$ cat src/core/gom_pkg.sv
`default_nettype none
package gom_pkg;

	localparam int unsigned ADDR_W = 8;
	localparam int unsigned DATA_W = 32;

	// Register indices; the byte address is four times the index.
	localparam logic [7:0] IDX_PIN_CTL = 8'h15;
	localparam logic [7:0] IDX_RX_EN   = 8'h20;
	localparam logic [7:0] IDX_TX_SEL  = 8'h21;
	localparam logic [7:0] IDX_STATUS  = 8'h22;

	// Field positions of pin5_output_control.
	localparam int unsigned SEL_MSB = 7;
	localparam int unsigned SEL_LSB = 5;
	localparam int unsigned SRC_MSB = 4;
	localparam int unsigned SRC_LSB = 2;
	localparam int unsigned VAL_BIT = 1;
	localparam int unsigned EN_BIT  = 0;

	// Reset values.
	localparam logic [7:0] PIN_CTL_RST = 8'h00;
	localparam logic [3:0] RX_EN_RST   = 4'hf;
	localparam logic [3:0] TX_SEL_RST  = 4'hf;

	// Avalon-MM response codes.
	localparam logic [1:0] RESP_OKAY   = 2'h0;
	localparam logic [1:0] RESP_SLVERR = 2'h2;

	typedef enum logic [2:0] {
		SRC_RX0    = 3'b000,
		SRC_RX1    = 3'b001,
		SRC_RX2    = 3'b010,
		SRC_RX3    = 3'b011,
		SRC_STATUS = 3'b100,
		SRC_RSV5   = 3'b101,
		SRC_TX0    = 3'b110,
		SRC_RSV7   = 3'b111
	} gom_src_type;

	// Select codes with a receive port as source.
	localparam logic [2:0] RX_SEL_LOCK = 3'b100;
	localparam logic [2:0] RX_SEL_PASS = 3'b101;
	localparam logic [2:0] RX_SEL_FV   = 3'b110;
	localparam logic [2:0] RX_SEL_LV   = 3'b111;

	// Select codes with device status as source.
	localparam logic [2:0] DEV_SEL_VAL      = 3'b000;
	localparam logic [2:0] DEV_SEL_LOCK_OR  = 3'b001;
	localparam logic [2:0] DEV_SEL_PASS_AND = 3'b010;
	localparam logic [2:0] DEV_SEL_PASS_AN2 = 3'b011;

	// Select codes with the transmit port as source.
	localparam logic [2:0] TX_SEL_PASS_AND = 3'b000;
	localparam logic [2:0] TX_SEL_PASS_OR  = 3'b001;
	localparam logic [2:0] TX_SEL_FRAME    = 3'b010;
	localparam logic [2:0] TX_SEL_LINE     = 3'b011;
	localparam logic [2:0] TX_SEL_SYNC     = 3'b100;
	localparam logic [2:0] TX_SEL_IRQ      = 3'b101;

	typedef struct packed {
		logic [3:0] remote_gpio;
		logic       lock;
		logic       pass;
		logic       frame_valid;
		logic       line_valid;
	} gom_rx_port_type;

	typedef struct packed {
		logic frame_active;
		logic line_active;
		logic synced;
		logic irq;
	} gom_tx_port_type;

endpackage : gom_pkg
`default_nettype wire

$ cat src/core/gom_gpio_output_source_mux.sv
// Summary of operation
// - Source field bits 4:2 picks receive port 0-3, device status or transmit port.
// - Receive source, select 000-011 drives forwarded remote values 0 to 3.
// - Receive source, select 100 gives lock, 101 gives pass.
// - Receive source, select 110 gives frame-valid, 111 gives line-valid.
// - Status source, select 000 drives the software-written local level bit.
// - Status source, select 001 gives OR of lock over enabled receive ports.
// - Status source, selects 010 and 011 give AND of pass over enabled ports.
// - Status source, selects 101 to 111 are reserved.
// - Transmit source, select 000 ANDs chosen ports' pass, 001 ORs them.
// - Transmit source, 010 high while frame sent, 011 while line sent.
// - Transmit source, 100 synchronized, 101 transmit interrupt, 110 and 111 reserved.
// - Bit 0 enables the pin driver, cleared by reset.
// - Bit 1 holds the software level driven in local-value mode.
// - Frame sync select 100 belongs to the neighbour pin only; here it is reserved.
`timescale 1ns/1ps
`default_nettype none
module gom_gpio_output_source_mux (
	input  wire logic                              sys_clk_i,
	input  wire logic                              rst_b_i,
	input  wire logic [gom_pkg::ADDR_W-1:0]        avs_address_i,
	input  wire logic                              avs_read_i,
	input  wire logic                              avs_write_i,
	input  wire logic [gom_pkg::DATA_W-1:0]        avs_writedata_i,
	input  wire logic [3:0]                        avs_byteenable_i,
	output logic      [gom_pkg::DATA_W-1:0]        avs_readdata_o,
	output logic      [1:0]                        avs_response_o,
	output logic                                   avs_waitrequest_o,
	input  wire gom_pkg::gom_rx_port_type [3:0]    rx_port_i,
	input  wire gom_pkg::gom_tx_port_type          tx_port_i,
	input  wire logic                              frame_sync_pulse_i,
	output logic                                   pin_out_o,
	output logic                                   pin_oe_o
);

	function automatic logic [gom_pkg::ADDR_W-1:0] byte_addr(input logic [7:0] idx);
		byte_addr = {idx[5:0], 2'b00};
	endfunction : byte_addr

	// An empty mask gives low for both reductions.
	function automatic logic and_over_mask(input logic [3:0] bits, input logic [3:0] mask);
		and_over_mask = (mask != 4'h0) && ((bits | ~mask) == 4'hf);
	endfunction : and_over_mask

	function automatic logic or_over_mask(input logic [3:0] bits, input logic [3:0] mask);
		or_over_mask = (bits & mask) != 4'h0;
	endfunction : or_over_mask

	logic [7:0]                 pin_ctl_q;
	logic [3:0]                 rx_en_q;
	logic [3:0]                 tx_sel_q;
	logic                       wait_q;
	logic [gom_pkg::DATA_W-1:0] rdata_q;
	logic [1:0]                 resp_q;
	logic                       pin_out_q;
	logic                       pin_oe_q;

	logic                       req;
	logic                       accept;
	logic                       hit_ctl;
	logic                       hit_rx_en;
	logic                       hit_tx_sel;
	logic                       hit_status;
	logic                       hit_any;
	logic [gom_pkg::DATA_W-1:0] rdata_d;
	logic [3:0]                 lock_vec;
	logic [3:0]                 pass_vec;
	logic [2:0]                 sel;
	logic [1:0]                 port;
	gom_pkg::gom_src_type       src;
	logic                       level;

	assign req        = avs_read_i | avs_write_i;
	assign accept     = req & ~wait_q;
	assign hit_ctl    = avs_address_i == byte_addr(gom_pkg::IDX_PIN_CTL);
	assign hit_rx_en  = avs_address_i == byte_addr(gom_pkg::IDX_RX_EN);
	assign hit_tx_sel = avs_address_i == byte_addr(gom_pkg::IDX_TX_SEL);
	assign hit_status = avs_address_i == byte_addr(gom_pkg::IDX_STATUS);
	assign hit_any    = hit_ctl | hit_rx_en | hit_tx_sel | hit_status;

	always_comb begin
		for (int i = 0; i < 4; i++) begin
			lock_vec[i] = rx_port_i[i].lock;
			pass_vec[i] = rx_port_i[i].pass;
		end
	end

	assign sel  = pin_ctl_q[gom_pkg::SEL_MSB:gom_pkg::SEL_LSB];
	assign src  = gom_pkg::gom_src_type'(pin_ctl_q[gom_pkg::SRC_MSB:gom_pkg::SRC_LSB]);
	assign port = pin_ctl_q[gom_pkg::SRC_LSB+1:gom_pkg::SRC_LSB];

	always_comb begin
		level = 1'b0;
		case (src)
			gom_pkg::SRC_RX0, gom_pkg::SRC_RX1,
			gom_pkg::SRC_RX2, gom_pkg::SRC_RX3: begin
				case (sel)
					gom_pkg::RX_SEL_LOCK: level = rx_port_i[port].lock;
					gom_pkg::RX_SEL_PASS: level = rx_port_i[port].pass;
					gom_pkg::RX_SEL_FV:   level = rx_port_i[port].frame_valid;
					gom_pkg::RX_SEL_LV:   level = rx_port_i[port].line_valid;
					default: level = rx_port_i[port].remote_gpio[sel[1:0]];
				endcase
			end
			gom_pkg::SRC_STATUS: begin
				case (sel)
					gom_pkg::DEV_SEL_VAL:      level = pin_ctl_q[gom_pkg::VAL_BIT];
					gom_pkg::DEV_SEL_LOCK_OR:  level = or_over_mask(lock_vec, rx_en_q);
					gom_pkg::DEV_SEL_PASS_AND: level = and_over_mask(pass_vec, rx_en_q);
					gom_pkg::DEV_SEL_PASS_AN2: level = and_over_mask(pass_vec, rx_en_q);
					// Frame sync is not routed to this pin, code 100 stays low.
					default: level = 1'b0;
				endcase
			end
			gom_pkg::SRC_TX0: begin
				case (sel)
					gom_pkg::TX_SEL_PASS_AND: level = and_over_mask(pass_vec, tx_sel_q);
					gom_pkg::TX_SEL_PASS_OR:  level = or_over_mask(pass_vec, tx_sel_q);
					gom_pkg::TX_SEL_FRAME:    level = tx_port_i.frame_active;
					gom_pkg::TX_SEL_LINE:     level = tx_port_i.line_active;
					gom_pkg::TX_SEL_SYNC:     level = tx_port_i.synced;
					gom_pkg::TX_SEL_IRQ:      level = tx_port_i.irq;
					default: level = 1'b0;
				endcase
			end
			default: level = 1'b0;
		endcase
	end

	// Pin driver; the level is forced low whenever the driver is off.
	always_ff @(posedge sys_clk_i) begin
		if (!rst_b_i) begin
			pin_oe_q  <= 1'b0;
			pin_out_q <= 1'b0;
		end else begin
			pin_oe_q  <= pin_ctl_q[gom_pkg::EN_BIT];
			pin_out_q <= pin_ctl_q[gom_pkg::EN_BIT] & level;
		end
	end

	// Bus handshake: one wait cycle, then the access completes.
	always_ff @(posedge sys_clk_i) begin
		if (!rst_b_i) begin
			wait_q <= 1'b1;
		end else begin
			wait_q <= ~(req & wait_q);
		end
	end

	always_comb begin
		rdata_d = '0;
		if (hit_ctl) begin
			rdata_d[7:0] = pin_ctl_q;
		end else if (hit_rx_en) begin
			rdata_d[3:0] = rx_en_q;
		end else if (hit_tx_sel) begin
			rdata_d[3:0] = tx_sel_q;
		end else if (hit_status) begin
			rdata_d[0]     = pin_oe_q;
			rdata_d[1]     = pin_out_q;
			rdata_d[2]     = level;
			rdata_d[3]     = frame_sync_pulse_i;
			rdata_d[11:8]  = lock_vec;
			rdata_d[15:12] = pass_vec;
		end
	end

	always_ff @(posedge sys_clk_i) begin
		if (!rst_b_i) begin
			rdata_q <= '0;
			resp_q  <= gom_pkg::RESP_OKAY;
		end else if (req & wait_q) begin
			rdata_q <= avs_read_i ? rdata_d : '0;
			resp_q  <= hit_any ? gom_pkg::RESP_OKAY : gom_pkg::RESP_SLVERR;
		end
	end

	// Writes land on the completing edge, low byte lane only.
	always_ff @(posedge sys_clk_i) begin
		if (!rst_b_i) begin
			pin_ctl_q <= gom_pkg::PIN_CTL_RST;
			rx_en_q   <= gom_pkg::RX_EN_RST;
			tx_sel_q  <= gom_pkg::TX_SEL_RST;
		end else if (accept && avs_write_i && avs_byteenable_i[0]) begin
			if (hit_ctl) begin
				pin_ctl_q <= avs_writedata_i[7:0];
			end
			if (hit_rx_en) begin
				rx_en_q <= avs_writedata_i[3:0];
			end
			if (hit_tx_sel) begin
				tx_sel_q <= avs_writedata_i[3:0];
			end
		end
	end

	assign avs_readdata_o    = rdata_q;
	assign avs_response_o    = resp_q;
	assign avs_waitrequest_o = wait_q;
	assign pin_out_o         = pin_out_q;
	assign pin_oe_o          = pin_oe_q;

endmodule : gom_gpio_output_source_mux
`default_nettype wire

$ cat config.mk
export PLATFORM = sky130hd
export DESIGN_NAME = gom_gpio_output_source_mux
export DESIGN_NICKNAME = d
export VERILOG_FILES = /design/src/core/gom_pkg.sv /design/src/core/gom_gpio_output_source_mux.sv
export SDC_FILE = /design/constraint.sdc
export NUM_CORES = 1
export LEC_CHECK = 0
export BUFFER_PORTS_ARGS = -buffer_cell sky130_fd_sc_hd__buf_2
export CAP_MARGIN = 10
export CORE_MARGIN = 10
export CORE_UTILIZATION = 40
export CTS_CLUSTER_DIAMETER = 120
export CTS_CLUSTER_SIZE = 20
export DETAILED_ROUTE_END_ITERATION = 10
export HOLD_SLACK_MARGIN = 0.02
export PLACE_DENSITY_LB_ADDON = 0.12
export SLEW_MARGIN = 30
export SYNTH_ARGS = -nofsm -noshare
export SYNTH_HDL_FRONTEND = slang
export SYNTH_SLANG_ARGS = --single-unit
$ cat constraint.sdc
create_clock -name sys_clk_i -period 1.9 [get_ports sys_clk_i]
set_clock_uncertainty 0.15 [all_clocks]
set_input_delay 0.19 -clock sys_clk_i [delete_from_list [all_inputs] [get_ports sys_clk_i]]
set_output_delay 0.19 -clock sys_clk_i [all_outputs]
set_load 0.03 [all_outputs]
== Yosys cells after proc, flatten, opt, wreduce, memory -nomap -nowiden ==
Cells that the tools add are included.
Widths: inputs -> output; s select.

* Register bits: 53
* Latch bits: 0
* Bits in writable memories: 0
* ROM bits: 0
* Input port bits: 85
* Output and inout bits: 37
* Logic and storage cells: 77
* Memories: 0

* $add $sub $neg: 0
* $mul: 0
* Div/mod/pow operators: 0
* Magnitude comparators: 2
* Equality and inequality tests: 18
* Shift operators: 0
* Muxes and demuxes: 19
* Bitwise gates (word level): 15
* Reductions and logical operators: 15

{| class="wikitable"
|+ Operator list
! kind !! count
|-
| $mux 8 || 5
|-
| $eq 8x8->1 const B || 3
|-
| $mux 4 || 5
|-
| $eq 3x3->1 const B || 6
|-
| $bmux 8 s2 || 1
|-
| $mux 16 || 1
|-
| $reduce_bool 4->1 || 4
|-
| $eq 3x2->1 const B || 4
|-
| $and 4x4->4 || 2
|-
| $eq 4x4->1 const B || 2
|-
| $eq 8x7->1 const B || 1
|-
| $not 4->4 || 2
|-
| $or 4x4->4 || 2
|-
| $eq 3x1->1 const B || 2
|-
| $logic_not 3->1 || 2
|-
| $lt 2x3->1 const B || 2
|-
| $pmux 1 s3 || 2
|-
| $pmux 1 s6 || 1
|-
| $reduce_and 2->1 || 3
|-
| $logic_and 1x1->1 || 4
|-
| $or 1x1->1 || 4
|-
| $pmux 1 s4 || 1
|-
| $reduce_or 4->1 || 1
|-
| $and 1x1->1 || 3
|-
| 5 further kinds || 6
|}

== Longest topological paths before layout ==
* Word-level depth: 11
* Mapped depth: 7
* Depth with buffers taken out: 5

== Worst setup path after synthesis ==
Ideal clock, no wire load.

* Kind: in2reg
* Start point: in avs_address_i[5] (netlist bit)
* End point: reg rdata_q, in the netlist avs_readdata_o[0]
* Setup time: 122 ps
* Arrival: 1681 ps
* Data required time: 1628 ps
* Setup slack: -54 ps
* Stages: 6
* Buffers on the path: 1
* Cell sequence: or4b_1 -> buf_2 -> or4_4 -> nor3_1 -> a2bb2oi_1 -> o21ai_0

* Cells in the longest elaborated chain, start to end: 6
* Elaborated cells between the ends (all ways): 9
* Classes of those cells: eq/ne (4); mux (5)

{| class="wikitable"
|+ Ends and longest elaborated chain
! what !! RTL line !! text
|-
| start: declaration || gom_gpio_output_source_mux.sv:21 || <nowiki>input wire logic [gom_pkg::ADDR_W-1:0] avs_address_i,</nowiki>
|-
| $eq 8x8->1 || gom_gpio_output_source_mux.sv:78 || <nowiki>assign hit_status = avs_address_i == byte_addr(gom_pkg::IDX_STATUS);</nowiki>
|-
| $mux 4 || gom_gpio_output_source_mux.sv:158 || <nowiki>end else if (hit_status) begin</nowiki>
|-
| $mux 4 || gom_gpio_output_source_mux.sv:156 || <nowiki>end else if (hit_tx_sel) begin</nowiki>
|-
| $mux 4 || gom_gpio_output_source_mux.sv:154 || <nowiki>end else if (hit_rx_en) begin</nowiki>
|-
| $mux 4 * || gom_gpio_output_source_mux.sv:152 || <nowiki>if (hit_ctl) begin</nowiki>
|-
| $mux 16 * || gom_gpio_output_source_mux.sv:173 || <nowiki>rdata_q <= avs_read_i ? rdata_d : '0;</nowiki>
|-
| end signal: assignment || gom_gpio_output_source_mux.sv:173 ||
|-
| end: declaration || gom_gpio_output_source_mux.sv:53 || <nowiki>logic [gom_pkg::DATA_W-1:0] rdata_q;</nowiki>
|}

Mark *: on every way between the ends. The rest lies on a longest branch, timed or not.
A chain may end at the register's enable or synchronous reset.

== Worst setup path after layout ==
* Start point: reg pin_ctl_q[2]
* End point: reg rdata_q, in the netlist avs_readdata_o[2]

* Cells in the longest elaborated chain, start to end: 11
* Elaborated cells between the ends (all ways): 18
* Classes of those cells: eq/ne (5); mux (11); reduce/logical (2)

{| class="wikitable"
|+ Ends and longest elaborated chain
! what !! RTL line !! text
|-
| start: declaration || gom_gpio_output_source_mux.sv:49 || <nowiki>logic [7:0] pin_ctl_q;</nowiki>
|-
| start signal: assignment || gom_gpio_output_source_mux.sv:181 || <nowiki>pin_ctl_q <= gom_pkg::PIN_CTL_RST;</nowiki>
|-
| start signal: assignment || gom_gpio_output_source_mux.sv:186 || <nowiki>pin_ctl_q <= avs_writedata_i[7:0];</nowiki>
|-
| $bmux 8 s2 || n/a ||
|-
| $mux 8 (implied by the code) || gom_gpio_output_source_mux.sv:102 || <nowiki>default: level = rx_port_i[port].remote_gpio[sel[1:0]];</nowiki>
|-
| $bmux 1 s2 || gom_gpio_output_source_mux.sv:102 ||
|-
| $mux 1 (implied by the code) || gom_gpio_output_source_mux.sv:102 ||
|-
| $pmux 1 s4 || gom_gpio_output_source_mux.sv:97 || <nowiki>case (sel)</nowiki>
|-
| $pmux 1 s3 || gom_gpio_output_source_mux.sv:94 || <nowiki>case (src)</nowiki>
|-
| $mux 4 || gom_gpio_output_source_mux.sv:158 ||
|-
| $mux 4 || gom_gpio_output_source_mux.sv:156 ||
|-
| $mux 4 || gom_gpio_output_source_mux.sv:154 ||
|-
| $mux 4 * || gom_gpio_output_source_mux.sv:152 ||
|-
| $mux 16 * || gom_gpio_output_source_mux.sv:173 ||
|}

Mark *: on every way between the ends. The rest lies on a longest branch, timed or not. The select of a mux whose other input is x is not followed.

==> results_dict.tcl <==
set metrics [dict create \
    reg2reg_to "avs_readdata_o[2]" \
    setup_viol 0 \
    placed_area_um2 2720 \
    cp.arrival_ns 1.88 \
    ys_ff_latch 36 \
    num_rows 26 \
    wl_met2_um 3270 \
    postSynth.asyncResetShare_pct 0 \
    hold_viol 0 \
    antenna_found_initial 0 \
    post_cts_buffers 0 \
    cts_made_buffers 5 \
    syn_inst 250 \
    crit_fanout 3 \
    met3WireLength_um 634 \
    cap_violations 0 \
    gr-total-overflow 0 \
    areaGrowthSynthToFinish_pct 30.6 \
    drt-total-wl_um 6800 \
    worstHoldStart "avs_writedata_i[5]" \
    dieWidth_um 94.0 \
    routedWlPerCell_um 16.5 \
    cp.required_ns 1.92 \
    synthDistinctLibCells 47 \
    viasPerCell 5.25 \
    worstSetupStartpoint "pin_ctl_q[2]" \
    r2r_slack_ns 0.04 \
    gp_congestion 0.915 \
    multi_input_area_um2 1330 \
    leakagePower_nw 1.25 \
    ir_drop_uv 387 \
    drive_above_1_share_pct 37.1 \
    hold_class "input pin to flop" \
    io_buffers 77 \
    grt_pass1_wl_um 10700 \
    cp-start-kind "flop" \
    setup.worst_path.end_class "flop" \
    p_per_area_nw_per_um2 532 \
    holdWs_ns 0.0263 \
    maxUsedRoutingLayer "met4" \
    fin_nets 427 \
    cts_sinks 36 \
    grt.total_usage_pct 15.2 \
    finalMaxSlewViolations 0 \
    drc 0 \
    status "complete, no violations" \
    start_util_pct 42.1 \
    cts_root_buf "clkbuf_8" \
    rsz0062_at_grt "false" \
    hpwl_um 5420 \
    num_io_pins 122 \
    grt_pass1_vias 2125 \
    syn_area_per_cell_um2 8.77 \
    fin_cells 412 \
    htree_num_levels 2 \
    drt-pass1-iter-count 4 \
    netlist_area_um2 2190 \
    placedCellCount 400 \
    crit_type "flop to flop" \
    nFillCells 496 \
    synthFlopType "dfxtp_1" \
    finish.instance_area_um2 2860 \
    grt_max_degree 25 \
    worstReg2RegStart "pin_ctl_q[2]" \
    r2r_cells 6 \
    drt_iter0_drc 102 \
    wl_met1_um 2810 \
    finalCritPeriodShare_pct 98.1 \
    tritoncts "yes" \
    period_needed_ns 1.86 \
    clock_latency_ns 0.29 \
    setup_tns_ns 0 \
    clock_path_buffers 2 \
    die_y_um 94.0 \
    whs_path_depth 3 \
    yosys_warnings 0 \
    vias 2162 \
    whs_endpoint "pin_ctl_q[5]" \
    clk_pin_slew_ns 0.07 \
    design.core.area_um2 5200 \
    fmax_mhz 537 \
    seq_area_frac_synth_pct 32.9 \
    register_area_um2 722 \
    diodes 0 \
    drtAntennaViolNets 0 \
    design.die.area_um2 8840 \
    synth_edf_count 0 \
    power_mw 1.52 \
]
flip-flops by register name, summed over array words and instances, names as in the netlist:
name / cells
avs_readdata_o: 16
pin_ctl_q: 8
rx_en_q: 4
tx_sel_q: 4
avs_response_o: 1
avs_waitrequest_o: 1
pin_oe_o: 1
pin_out_o: 1
worst max path at each step:
stage	slack, ns	to
detailed placement	-0.18	avs_readdata_o[1]
floorplan	-0.05	avs_readdata_o[0]
finish	0.04	avs_readdata_o[2]
global route	0.0003	avs_readdata_o[2]
CTS	0.006	avs_readdata_o[2]
global placement	-0.15	avs_readdata_o[1]
logic make-up (layout without fill, tap and decap cells):
| kind of cell | Yosys count | after routing | synth area share, % |
|---|---|---|---|
| AOI/OAI and AO/OA | 57 | 57 | 19.5 |
| buffers and inverters | 40 | 116 | 10.2 |
| DFF | 36 | 36 | 32.9 |
| muxes | 16 | 16 | 11.0 |
| other | 1 | 17 | 0.171 |
| and+or+nand+nor | 100 | 100 | 26.4 |
area by class of cell:
cell class | instances | area share (%)
repair buffers | 103 | 21.6
well taps | 70 | 3.06
flip-flops and latches | 36 | 25.2
clock inverters | 2 | 0.437
inverters | 6 | 0.787
multi-input cells | 190 | 46.5
clock buffers | 5 | 2.40
repair_timing:
| action | 4_1_cts | 5_1_grt |
|---|---|---|
| pin swaps | 2 | 1 |
| hold endpoints to repair | 5 | 0 |
| hold buffers | 5 | 0 |
| resized for setup | 2 | 2 |
| setup endpoints to repair | 1 | 2 |
where the power goes:
group	total (mW)	switching, mW	leakage, nW	internal (mW)
combinational	0.241	0.140	0.923	0.101
clock	0.518	0.270	0.0400	0.248
sequential	0.763	0.00477	0.291	0.758
layer usage:
| metal | track usage [%] | vias up |
|---|---|---|
| met5 | 0 | - |
| met4 | 4.56 | 0 |
| met3 | 5.44 | 8 |
| met2 | 25.7 | 82 |
| met1 | 17.4 | 992 |
| li1 | - | 1080 |
worst max-delay path, cell delays in order (launching register included):
cell and delay, ns:
dfxtp_2 0.35, buf_4 0.14, mux4_2 0.51, a22oi_1 0.18
nand4_1 0.17, nand4_1 0.16, o211ai_2 0.09
layout by cell type (no fill, tap or decap), drive strengths merged, types with 8 or more instances in the layout:
cell type / instances
nand3: 25
nand2: 22
nor2b: 15
a21boi: 8
buf: 98
a22oi: 21
conb: 17
dfxtp: 36
cell usage after synthesis (all sizes together) (4+ instances only):
cell type / number / area [um2]
mux2: 4 / 45.0
mux2i: 6 / 60.1
buf: 25 / 166
nor2b: 15 / 93.8
nand3: 25 / 125
a21boi: 8 / 60.1
nand2b: 5 / 31.3
mux4: 6 / 135
dfxtp: 36 / 721
inv: 6 / 22.5
a2bb2oi: 4 / 35.0
clkbuf: 9 / 33.8
nor4: 5 / 46.3
a21oi: 4 / 20.0
nor2: 6 / 41.3
o21ai: 6 / 33.8
nor3: 5 / 25.0
a22oi: 21 / 158
nand2: 22 / 82.6
through the flow:
stage          utilization [%]  setup slack [ns]
4_1_cts                   55.0           0.00579
2_1_floorplan                -           -0.0480
3_3_place_gp              52.2            -0.149
6_report                  55.0            0.0366
3_5_place_dp              52.2            -0.181
5_1_grt                   55.0          0.000341
Note: power is estimated with default switching activity, not from simulation.
